**config.mk**
```make
export PLATFORM = sky130hd
export DESIGN_NAME = can_error_and_status_regs
export DESIGN_NICKNAME = d
export VERILOG_FILES = /design/src/can_err_stat_pkg.sv /design/src/can_error_and_status_regs.sv /design/src/sticky_flag.sv
export SDC_FILE = /design/constraint.sdc
export NUM_CORES = 1
export LEC_CHECK = 0
export BUFFER_PORTS_ARGS = -buffer_cell sky130_fd_sc_hd__buf_2
export CORE_ASPECT_RATIO = 1.4
export CORE_UTILIZATION = 37
export DETAILED_ROUTE_END_ITERATION = 16
export GPL_ROUTABILITY_DRIVEN = 0
export PLACE_DENSITY = 0.66
export SLEW_MARGIN = 25
export SYNTH_ARGS = -nofsm -noshare
export SYNTH_HDL_FRONTEND = slang
export SYNTH_HIERARCHICAL = 1
export SYNTH_SLANG_ARGS = --single-unit
```
**constraint.sdc**
```tcl
create_clock -name clk -period 3.2 [get_ports clk]
set_input_delay 0.32 -clock clk [delete_from_list [all_inputs] [get_ports clk]]
set_output_delay 0.32 -clock clk [all_outputs]
set_load 0.005 [all_outputs]
```
**src/can_err_stat_pkg.sv**
```systemverilog
package can_err_stat_pkg;

  // Register indices on the local register port
  localparam logic [1:0] IDX_ERROR_COUNTER_VALUES = 2'h0;
  localparam logic [1:0] IDX_BUS_ERROR_FLAGS      = 2'h1;
  localparam logic [1:0] IDX_CONTROLLER_STATE     = 2'h2;

  // Field positions, most-significant-first numbering
  localparam int POS_RX_COUNT_LO        = 16;
  localparam int POS_TX_COUNT_LO        = 24;
  localparam int POS_ACK_FAULT          = 27;
  localparam int POS_BIT_MISMATCH       = 28;
  localparam int POS_STUFF_FAULT        = 29;
  localparam int POS_FORM_FAULT         = 30;
  localparam int POS_CHECKSUM_FAULT     = 31;
  localparam int POS_FILTER_UPDATE_BUSY = 20;
  localparam int POS_TX_FIFO_FULL       = 21;
  localparam int POS_PRIORITY_BUF_FULL  = 22;
  localparam int POS_FAULT_STATE_HI     = 23;
  localparam int POS_FAULT_STATE_LO     = 24;
  localparam int POS_COUNTER_WARNING    = 25;
  localparam int POS_CONFIG_MODE        = 31;

  // Reset values and thresholds
  localparam logic [31:0] ERROR_COUNTER_RESET = 32'h0000_0000;
  localparam logic [31:0] ERROR_FLAGS_RESET   = 32'h0000_0000;
  localparam logic [7:0]  COUNT_RESET         = 8'h00;
  localparam logic [7:0]  WARNING_LEVEL       = 8'h60;
  localparam logic [7:0]  PASSIVE_LEVEL       = 8'h80;
  localparam logic [7:0]  RECOVERY_LAST_RUN   = 8'h7F;
  localparam logic [7:0]  COUNT_MAX           = 8'hFF;

  localparam int FILTER_COUNT = 4;
  localparam int FLAG_COUNT   = 5;

  // Fault-confinement states, Gray coded
  typedef enum logic [1:0] {
    FC_CONFIG  = 2'b00,
    FC_ACTIVE  = 2'b01,
    FC_PASSIVE = 2'b11,
    FC_BUS_OFF = 2'b10
  } fault_state_e;

endpackage

```
**src/can_error_and_status_regs.sv**
```systemverilog
`timescale 1ns/1ps
`default_nettype none

module can_error_and_status_regs
  import can_err_stat_pkg::*;
(
  input  wire logic                    clk,
  input  wire logic                    sys_rst,
  input  wire logic                    reg_wr_en,
  input  wire logic                    reg_rd_en,
  input  wire logic [1:0]              reg_sel,
  input  wire logic [31:0]             reg_wdata,
  output logic      [31:0]             reg_rdata_r,
  output logic                         reg_rvalid_r,
  input  wire logic                    ctl_wr_en,
  input  wire logic                    ctl_soft_reset,
  input  wire logic                    ctl_core_enable,
  input  wire logic                    filter_use_wr_en,
  input  wire logic [FILTER_COUNT-1:0] filter_use_wdata,
  input  wire logic                    filter_update_done,
  input  wire logic                    tx_fifo_full,
  input  wire logic                    priority_buffer_full,
  input  wire logic                    tx_err_inc_en,
  input  wire logic [3:0]              tx_err_inc_amt,
  input  wire logic                    tx_err_dec,
  input  wire logic                    rx_err_inc_en,
  input  wire logic [3:0]              rx_err_inc_amt,
  input  wire logic                    rx_err_dec,
  input  wire logic                    recessive_run_11,
  input  wire logic                    bit_check_en,
  input  wire logic                    bit_driven,
  input  wire logic                    bit_sampled,
  input  wire logic                    ack_fault_evt,
  input  wire logic                    stuff_fault_evt,
  input  wire logic                    form_fault_evt,
  input  wire logic                    checksum_fault_evt,
  input  wire logic                    checksum_delim_bad,
  output logic      [1:0]              fault_confinement_state_r
);

  // Position p of the word maps to vector bit 31-p
  function automatic int vbit(input int pos);
    vbit = 31 - pos;
  endfunction

  ////////////////////////////////////////////////////////////////////////////
  // Control decode

  logic soft_reset_hit;
  logic disable_hit;
  logic enable_hit;
  logic core_enable_r;
  logic core_enable_nxt;

  always_comb
  begin
    soft_reset_hit  = ctl_wr_en & ctl_soft_reset;
    disable_hit     = ctl_wr_en & ~ctl_soft_reset & ~ctl_core_enable;
    enable_hit      = ctl_wr_en & ~ctl_soft_reset & ctl_core_enable;
    core_enable_nxt = core_enable_r;
    if (soft_reset_hit || disable_hit)
      core_enable_nxt = 1'b0;
    else if (enable_hit)
      core_enable_nxt = 1'b1;
  end

  always_ff @(posedge clk)
  begin
    if (sys_rst)
      core_enable_r <= 1'b0;
    else
      core_enable_r <= core_enable_nxt;
  end

  ////////////////////////////////////////////////////////////////////////////
  // Error counters and fault-confinement state

  fault_state_e state_r;
  fault_state_e state_nxt;
  logic [7:0]   tx_error_count_r;
  logic [7:0]   tx_error_count_nxt;
  logic [7:0]   rx_error_count_r;
  logic [7:0]   rx_error_count_nxt;
  logic [8:0]   tx_sum;
  logic [8:0]   rx_sum;

  always_comb
  begin
    state_nxt          = state_r;
    tx_error_count_nxt = tx_error_count_r;
    rx_error_count_nxt = rx_error_count_r;
    tx_sum = {1'b0, tx_error_count_r} + {5'h00, tx_err_inc_en ? tx_err_inc_amt : 4'h0};
    rx_sum = {1'b0, rx_error_count_r} + {5'h00, rx_err_inc_en ? rx_err_inc_amt : 4'h0};
    if (tx_err_dec && !tx_err_inc_en && tx_error_count_r != COUNT_RESET)
      tx_sum = {1'b0, tx_error_count_r - 8'h01};
    if (rx_err_dec && !rx_err_inc_en && rx_error_count_r != COUNT_RESET)
      rx_sum = {1'b0, rx_error_count_r - 8'h01};
    case (state_r)
      FC_CONFIG:
      begin
        // Leave config on the enabling edge so 00 never shows beside a cleared config bit
        if (core_enable_nxt)
          state_nxt = FC_ACTIVE;
      end
      FC_ACTIVE, FC_PASSIVE:
      begin
        if (tx_sum[8])
        begin
          // Entering bus-off wipes both counts
          state_nxt          = FC_BUS_OFF;
          tx_error_count_nxt = COUNT_RESET;
          rx_error_count_nxt = COUNT_RESET;
        end
        else
        begin
          tx_error_count_nxt = tx_sum[7:0];
          // Rx count saturates; only tx can drive bus-off
          rx_error_count_nxt = rx_sum[8] ? COUNT_MAX : rx_sum[7:0];
          if (tx_sum[7:0] >= PASSIVE_LEVEL || rx_sum[8] || rx_sum[7:0] >= PASSIVE_LEVEL)
            state_nxt = FC_PASSIVE;
          else
            state_nxt = FC_ACTIVE;
        end
      end
      FC_BUS_OFF:
      begin
        // Rx count doubles as the recovery run counter
        if (recessive_run_11)
        begin
          if (rx_error_count_r == RECOVERY_LAST_RUN)
          begin
            state_nxt          = FC_ACTIVE;
            tx_error_count_nxt = COUNT_RESET;
            rx_error_count_nxt = COUNT_RESET;
          end
          else
            rx_error_count_nxt = rx_error_count_r + 8'h01;
        end
      end
      default:
        state_nxt = FC_CONFIG;
    endcase
    if (!core_enable_nxt)
    begin
      state_nxt          = FC_CONFIG;
      tx_error_count_nxt = COUNT_RESET;
      rx_error_count_nxt = COUNT_RESET;
    end
  end

  always_ff @(posedge clk)
  begin
    if (sys_rst)
    begin
      state_r                   <= FC_CONFIG;
      tx_error_count_r          <= COUNT_RESET;
      rx_error_count_r          <= COUNT_RESET;
      fault_confinement_state_r <= FC_CONFIG;
    end
    else
    begin
      state_r                   <= state_nxt;
      tx_error_count_r          <= tx_error_count_nxt;
      rx_error_count_r          <= rx_error_count_nxt;
      fault_confinement_state_r <= state_nxt;
    end
  end

  ////////////////////////////////////////////////////////////////////////////
  // Sticky bus error flags

  logic [FLAG_COUNT-1:0] flag_set;
  logic [FLAG_COUNT-1:0] flag_q;
  logic [FLAG_COUNT-1:0] flag_clr;
  logic                  flag_wr;
  logic                  flag_clr_all;

  always_comb
  begin
    flag_wr      = reg_wr_en & (reg_sel == IDX_BUS_ERROR_FLAGS);
    flag_clr_all = disable_hit | soft_reset_hit;
    // Index order: ack, bit, stuff, form, checksum
    flag_set[0]  = ack_fault_evt;
    flag_set[1]  = bit_check_en & (bit_driven != bit_sampled);
    flag_set[2]  = stuff_fault_evt;
    flag_set[3]  = form_fault_evt | (checksum_fault_evt & checksum_delim_bad);
    flag_set[4]  = checksum_fault_evt & ~checksum_delim_bad;
    flag_clr[0]  = flag_wr & reg_wdata[vbit(POS_ACK_FAULT)];
    flag_clr[1]  = flag_wr & reg_wdata[vbit(POS_BIT_MISMATCH)];
    flag_clr[2]  = flag_wr & reg_wdata[vbit(POS_STUFF_FAULT)];
    flag_clr[3]  = flag_wr & reg_wdata[vbit(POS_FORM_FAULT)];
    flag_clr[4]  = flag_wr & reg_wdata[vbit(POS_CHECKSUM_FAULT)];
  end

  genvar gi;
  generate
    for (gi = 0; gi < FLAG_COUNT; gi++)
    begin : g_flag
      sticky_flag u_flag
      (
        .clk     (clk),
        .sys_rst (sys_rst),
        .set_evt (flag_set[gi]),
        .clr_one (flag_clr[gi]),
        .clr_all (flag_clr_all),
        .flag_r  (flag_q[gi])
      );
    end
  endgenerate

  ////////////////////////////////////////////////////////////////////////////
  // Acceptance-filter busy

  logic filter_busy_r;
  logic filter_busy_nxt;

  generate
    if (FILTER_COUNT != 0)
    begin : g_filter_busy
      always_comb
      begin
        filter_busy_nxt = filter_busy_r;
        if (filter_update_done)
          filter_busy_nxt = 1'b0;
        // A disabling write arriving with done keeps the bit set
        if (filter_use_wr_en && (filter_use_wdata != {FILTER_COUNT{1'b1}}))
          filter_busy_nxt = 1'b1;
        if (soft_reset_hit)
          filter_busy_nxt = 1'b0;
      end
    end
    else
    begin : g_no_filter
      always_comb
      begin
        filter_busy_nxt = 1'b0;
      end
    end
  endgenerate

  always_ff @(posedge clk)
  begin
    if (sys_rst)
      filter_busy_r <= 1'b0;
    else
      filter_busy_r <= filter_busy_nxt;
  end

  ////////////////////////////////////////////////////////////////////////////
  // Read path

  logic [31:0] rdata_nxt;
  logic [31:0] counter_word;
  logic [31:0] flag_word;
  logic [31:0] state_word;

  always_comb
  begin
    counter_word = ERROR_COUNTER_RESET;
    counter_word[vbit(POS_RX_COUNT_LO) -: 8] = rx_error_count_r;
    counter_word[vbit(POS_TX_COUNT_LO) -: 8] = tx_error_count_r;

    flag_word = ERROR_FLAGS_RESET;
    flag_word[vbit(POS_ACK_FAULT)]      = flag_q[0];
    flag_word[vbit(POS_BIT_MISMATCH)]   = flag_q[1];
    flag_word[vbit(POS_STUFF_FAULT)]    = flag_q[2];
    flag_word[vbit(POS_FORM_FAULT)]     = flag_q[3];
    flag_word[vbit(POS_CHECKSUM_FAULT)] = flag_q[4];

    state_word = 32'h0000_0000;
    state_word[vbit(POS_FILTER_UPDATE_BUSY)] = filter_busy_r;
    state_word[vbit(POS_TX_FIFO_FULL)]       = tx_fifo_full;
    state_word[vbit(POS_PRIORITY_BUF_FULL)]  = priority_buffer_full;
    state_word[vbit(POS_FAULT_STATE_HI)]     = state_r[1];
    state_word[vbit(POS_FAULT_STATE_LO)]     = state_r[0];
    state_word[vbit(POS_COUNTER_WARNING)]    = (tx_error_count_r >= WARNING_LEVEL) ||
                                               (rx_error_count_r >= WARNING_LEVEL);
    state_word[vbit(POS_CONFIG_MODE)]        = ~core_enable_r;

    // Counter word has no write path at all
    case (reg_sel)
      IDX_ERROR_COUNTER_VALUES: rdata_nxt = counter_word;
      IDX_BUS_ERROR_FLAGS:      rdata_nxt = flag_word;
      IDX_CONTROLLER_STATE:     rdata_nxt = state_word;
      default:                  rdata_nxt = 32'h0000_0000;
    endcase
    if (!reg_rd_en)
      rdata_nxt = reg_rdata_r;
  end

  always_ff @(posedge clk)
  begin
    if (sys_rst)
    begin
      reg_rdata_r  <= 32'h0000_0000;
      reg_rvalid_r <= 1'b0;
    end
    else
    begin
      reg_rdata_r  <= rdata_nxt;
      reg_rvalid_r <= reg_rd_en;
    end
  end

endmodule

`default_nettype wire

```
**src/sticky_flag.sv**
```systemverilog
`timescale 1ns/1ps
`default_nettype none

module sticky_flag
(
  input  wire logic clk,
  input  wire logic sys_rst,
  input  wire logic set_evt,
  input  wire logic clr_one,
  input  wire logic clr_all,
  output logic      flag_r
);

  logic flag_nxt;

  always_comb
  begin
    // Set beats any clear in the same cycle
    flag_nxt = set_evt | (flag_r & ~clr_one & ~clr_all);
  end

  always_ff @(posedge clk)
  begin
    if (sys_rst)
      flag_r <= 1'b0;
    else
      flag_r <= flag_nxt;
  end

endmodule

`default_nettype wire

```
Yosys cells after proc, flatten, opt, wreduce, memory -nomap -nowiden
Cells that the tools add are included.
- register bits: 58
- word-level logic and storage cells: 118
- input port bits: 70
- output and inout bits: 35
- $lt $le $gt $ge: 4
- add/sub/neg operators: 5
- multiplexer cells: 23
- reduce and logical (&&, ||, !) cells: 23
- equality and inequality tests: 10
- bitwise logic cells: 41
- operators with widths (operator ; number):
    $mux 8 ; 7
    $pmux 16 s3 ; 1
    $pmux 8 s2 ; 2
    $and 1x1->1 ; 23
    $add 8x4->9 ; 2
    $mux 9 ; 2
    $ge 8x7->1 const B ; 2
    $ge 8x8->1 const B ; 2
    $reduce_bool 8->1 ; 2
    $sub 8x1->8 const B ; 2
    $not 1->1 ; 11
    $add 8x1->8 const B ; 1
    $eq 8x7->1 const B ; 1
    $mux 2 ; 4
    $mux 4 ; 2
    $or 1x1->1 ; 7
    $eq 2x2->1 const B ; 3
    $pmux 2 s3 ; 1
    $reduce_or 2->1 ; 3
    $logic_and 1x1->1 ; 5
    $eq 2x1->1 const B ; 2
    $logic_not 2->1 ; 2
    $logic_or 1x1->1 ; 4
    $mux 1 ; 4
    other kinds (7) ; 11

Depth between registers and ports, before layout
- depth in word-level cells: 10
- gate-level depth with buffers: 10
- mapped depth without buffers: 10

Hierarchy
Netlist, hierarchy kept.
- by module, submodules not included (module ; cells each ; area an instance (µm²) ; times used ; sequential area each (µm²)):
    can_error_and_status_regs ; 378 ; 2929.1 ; 1 ; 740.7
    sticky_flag ; 4 ; 37.5 ; 5 ; 20.0

Least setup slack after synthesis
No wires, ideal clock.
- path kind: in2reg
- start: in tx_err_inc_amt[0]
- end: reg rx_error_count_r[4]
- data arrival time: 2.303 ns
- cell stages on the path: 9
- path buffers: 0
- required time: 3.142 ns
- setup time: 0.058 ns
- path slack: 0.839 ns
- cells stage by stage: and2_1 > ha_1 > fa_1 > a211oi_1 > o41ai_2 > nor2_1 > inv_1 > a211oi_1 > o21a_1
- word-level cells in the longest chain between the ends: 5
- ends and longest elaborated chain (element ; RTL line ; text):
    from (decl) ; can_error_and_status_regs.sv:24 ; input wire logic [3:0] tx_err_inc_amt,
    $mux 4 ; can_error_and_status_regs.sv:92 ; tx_sum = {1'b0, tx_error_count_r} + {5'h00, tx_err_inc_en ? tx_err_inc_amt : 4'h0};
    $add 8x4->9 ; can_error_and_status_regs.sv:92 ;
    $mux 9 ; can_error_and_status_regs.sv:94 ; if (tx_err_dec && !tx_err_inc_en && tx_error_count_r != COUNT_RESET)
    $mux 8 ; can_error_and_status_regs.sv:107 ; if (tx_sum[8])
    $pmux 8 s2 ; can_error_and_status_regs.sv:98 ; case (state_r)
    to (signal assigned) ; can_error_and_status_regs.sv:164 ; rx_error_count_r <= rx_error_count_nxt;
    to (decl) ; can_error_and_status_regs.sv:82 ; logic [7:0] rx_error_count_r;
Every way passes these cells.
A chain may end at the register's enable or synchronous reset.

Worst setup path in the final report
- start: reg tx_error_count_r[0]
- end: reg tx_error_count_r[0]
- word-level cells in the longest chain between the ends: 5
- elaborated cells on any way between the ends: 7
- those cells by class: add/sub (2); mux (3); reduce/logical (2)
- ends and longest elaborated chain (element ; RTL line ; text):
    from (decl) ; can_error_and_status_regs.sv:80 ; logic [7:0] tx_error_count_r;
    from (signal assigned) ; can_error_and_status_regs.sv:163 ; tx_error_count_r <= tx_error_count_nxt;
    parallel branches: the longest is 2 deep, another holds $add 8x4->9 ; - ;
    $mux 9 (*) ; can_error_and_status_regs.sv:94 ;
    $mux 8 (*) ; can_error_and_status_regs.sv:107 ;
    $pmux 8 s2 (*) ; can_error_and_status_regs.sv:98 ;
Mark *: on every way between the ends.

==> flow_metrics.tcl <==
set metrics [dict create \
    antenna_found_initial 0 \
    h-tree-depth 2 \
    rsz0062_at_grt "no" \
    crit_top_cell "a211oi_1" \
    criticalPathCategory "register to register" \
    max_cap_viol_count 0 \
    startpoint_type "register" \
    final-seq-area_um2 841 \
    drt_iter0_drc 183 \
    path_clk_slew_ps 60 \
    synth_top_family_by_area "simple AND/OR/NAND/NOR gates" \
    hold_path_class "input pin to register" \
    die_width_um 79.6 \
    postCtsHoldBufs 0 \
    ant_nets 0 \
    n_fill_cell 836 \
    timing.slew.headroom_pct 60.8 \
    slowest_stage "a211oi_1" \
    synth_seq_cells 42 \
    grt_pass1_wl_um 12200 \
    final_max_slew_viol_count 0 \
    peakVddDrop_mv 0.218 \
    fin_area_um2 3530 \
    synthFlopType "dfxtp_1" \
    path_cells "ha_1, fa_1, a211oi_1, o41ai_2, nor2_1, buf_4, o21ai_0, a211oi_1" \
    post-route-period-util_pct 78.5 \
    synth_warnings 6 \
    die_area_um2 8800 \
    layout_min_cycle_time_ps 2510 \
    crit_family "compound AO/OA/AOI/OAI gates" \
    path_max_fanout 8 \
    row_count 39 \
    dpl-instance-area_um2 3390 \
    synthArstFlopShare_pct 0 \
    netlist_area_um2 3120 \
    ys_top_cells_by_area "dfxtp_1, a21oi_1, ha_1" \
    nets 531 \
    cts_tree "done" \
    drive_gt1_share_pct 18.5 \
    ys_seq_area_share_pct 27.0 \
    clock_sinks 42 \
    multi_input_area_um2 2030 \
    syn_avg_cell_area_um2 7.83 \
    slowest_delay_ps 490 \
    synth-edff-count 0 \
    grt_overflow_total 0 \
    root_buffer "clkbuf_16" \
    status "completed" \
    synth_top_area_share_pct 27.0 \
    antenna_cells 0 \
    wl_um 7560 \
    first_pass_iters 4 \
    synth_cell_types 55 \
    critPathCaptureType "register" \
    worstPathArrival_ps 2700 \
    synth_compound_area_share_pct 21.9 \
    die_height_um 111 \
    num_vias 2940 \
    synthXorXnorAreaFrac_pct 4.22 \
    fin_worst_skew_ps 3.54 \
    cp.required_ps 3380 \
    synth-simple-area-share_pct 25.9 \
    io_pins 105 \
    initial_core_util_pct 38.2 \
    synth-adder-area-share_pct 6.10 \
    core_area_um2 8150 \
    synthMuxAreaShare_pct 5.26 \
    hold_violations 0 \
    io_buffers 61 \
    area_growth_pct 13.4 \
    p_total_uw 1150 \
    worstSkewPairLatency_ps 280 \
    cts_setup_buffers 0 \
    tns_ps 0 \
    drc 0 \
    routed_via_density 5.35 \
    synth_cells 398 \
    grt_usage_pct 17.4 \
    yosys.area.top_type "dfxtp_1" \
    clockBufferDepth 2 \
    wire_per_inst_um 13.8 \
    cts_resized 0 \
    setup_violations 0 \
    numCtsBuffers 5 \
    grt_pass1_vias 2683 \
    leakage_uw 0.00153 \
    tightest_slew_ps 581 \
    fmax_mhz 398 \
    grt_start_max_net_pins 25 \
    cp_num_buf_inv 1 \
    dp_hpwl_um 5800 \
    p_per_area_nw_per_um2 326 \
]
-- state kept, by name (all words and copies together) (netlist names) --
| register | count |
|---|---|
| core_enable_r | 1 |
| filter_busy_r | 1 |
| g_flag.u_flag/flag_r | 5 |
| reg_rdata_r | 16 |
| reg_rvalid_r | 1 |
| rx_error_count_r | 8 |
| state_r | 2 |
| tx_error_count_r | 8 |
-- cells in the mapped netlist (13+ instances only) --
master,n
buf_4,17
mux2i_1,13
nor2b_1,14
o21ai_0,17
nor2_1,36
nand2_1,21
nand2b_1,13
a21oi_1,42
and2_1,16
dfxtp_1,42
nand3_1,13
inv_1,18
-- logic make-up after synthesis --
| family | count (synthesis) |
|---|---|
| adders and majority gates | 14 |
| buffers and inverters | 54 |
| other | 1 |
| xor gates and xnor gates | 15 |
| and+or+nand+nor | 151 |
| DFF | 42 |
| AOI/OAI and AO/OA | 105 |
| muxes | 16 |
-- report_power, final --
part	internal [uW]	switching (uW)
Clock	289	200
Combinational	56.6	67.8
Sequential	533	6.82
-- placed cells by master (no fill, tap or decap), types with 3 or more instances in the layout --
cell type / n
nand2_1: 21
and2_1: 16
ha_1: 12
nand3_1: 13
nor2_1: 36
a211oi_1: 8
dfxtp_1: 42
mux2_2: 3
nand2b_1: 13
and3_1: 3
or2_2: 3
nand4_1: 6
clkbuf_16: 5
inv_1: 18
or3b_1: 5
nor3_1: 9
nor2b_1: 14
xor2_1: 7
a31oi_1: 3
mux2i_1: 13
a21o_1: 9
buf_2: 61
a21oi_1: 42
nor4_1: 4
conb_1: 16
o21ai_0: 17
xnor2_1: 8
-- cell type report --
| type | instances | area share [%] |
|---|---|---|
| multi-input combinational | 317 | 57.6 |
| sequential | 42 | 23.8 |
| timing repair buffer | 63 | 9.07 |
| clock buffer | 6 | 3.65 |
| tap | 102 | 3.61 |
| inverter | 18 | 1.91 |
| clock inverter | 2 | 0.390 |
-- metal layers --
layer | GRT usage (%) | up-vias | wire (um)
met4 | 6.30 | 0 | 82
li1 | - | 1476 | -
met1 | 18.6 | 1362 | 2990
met5 | 0 | - | 0
met2 | 33.2 | 94 | 4180
met3 | 2.40 | 8 | 311
-- path summary, 6_finish.rpt --
kind / startpoint / slack, ps / cells after the start / endpoint
setup reg to reg: tx_error_count_r[0]$_SDFFE_PP0P_ / 690 / 8 / tx_error_count_r[0]$_SDFFE_PP0P_
hold / removal: ctl_soft_reset / 230 / 2 / filter_busy_r$_SDFFE_PP0P_
setup / recovery: tx_error_count_r[0]$_SDFFE_PP0P_ / 690 / 8 / tx_error_count_r[0]$_SDFFE_PP0P_
hold reg to reg: reg_rdata_r[13]$_SDFFE_PP0P_ / 480 / 2 / reg_rdata_r[13]$_SDFFE_PP0P_
-- through the flow --
step           util (%)  setup slack [ps]  hold WS [ps]  std cells
6_report           43.4               688           232        550
2_1_floorplan         -               839           389        413
3_3_place_gp       41.6               562           457        542
5_1_grt            43.4               502           243        550
4_1_cts            43.4               704           231        550
3_5_place_dp       41.6               527           470        542
Power figures use the tool's default switching activity.
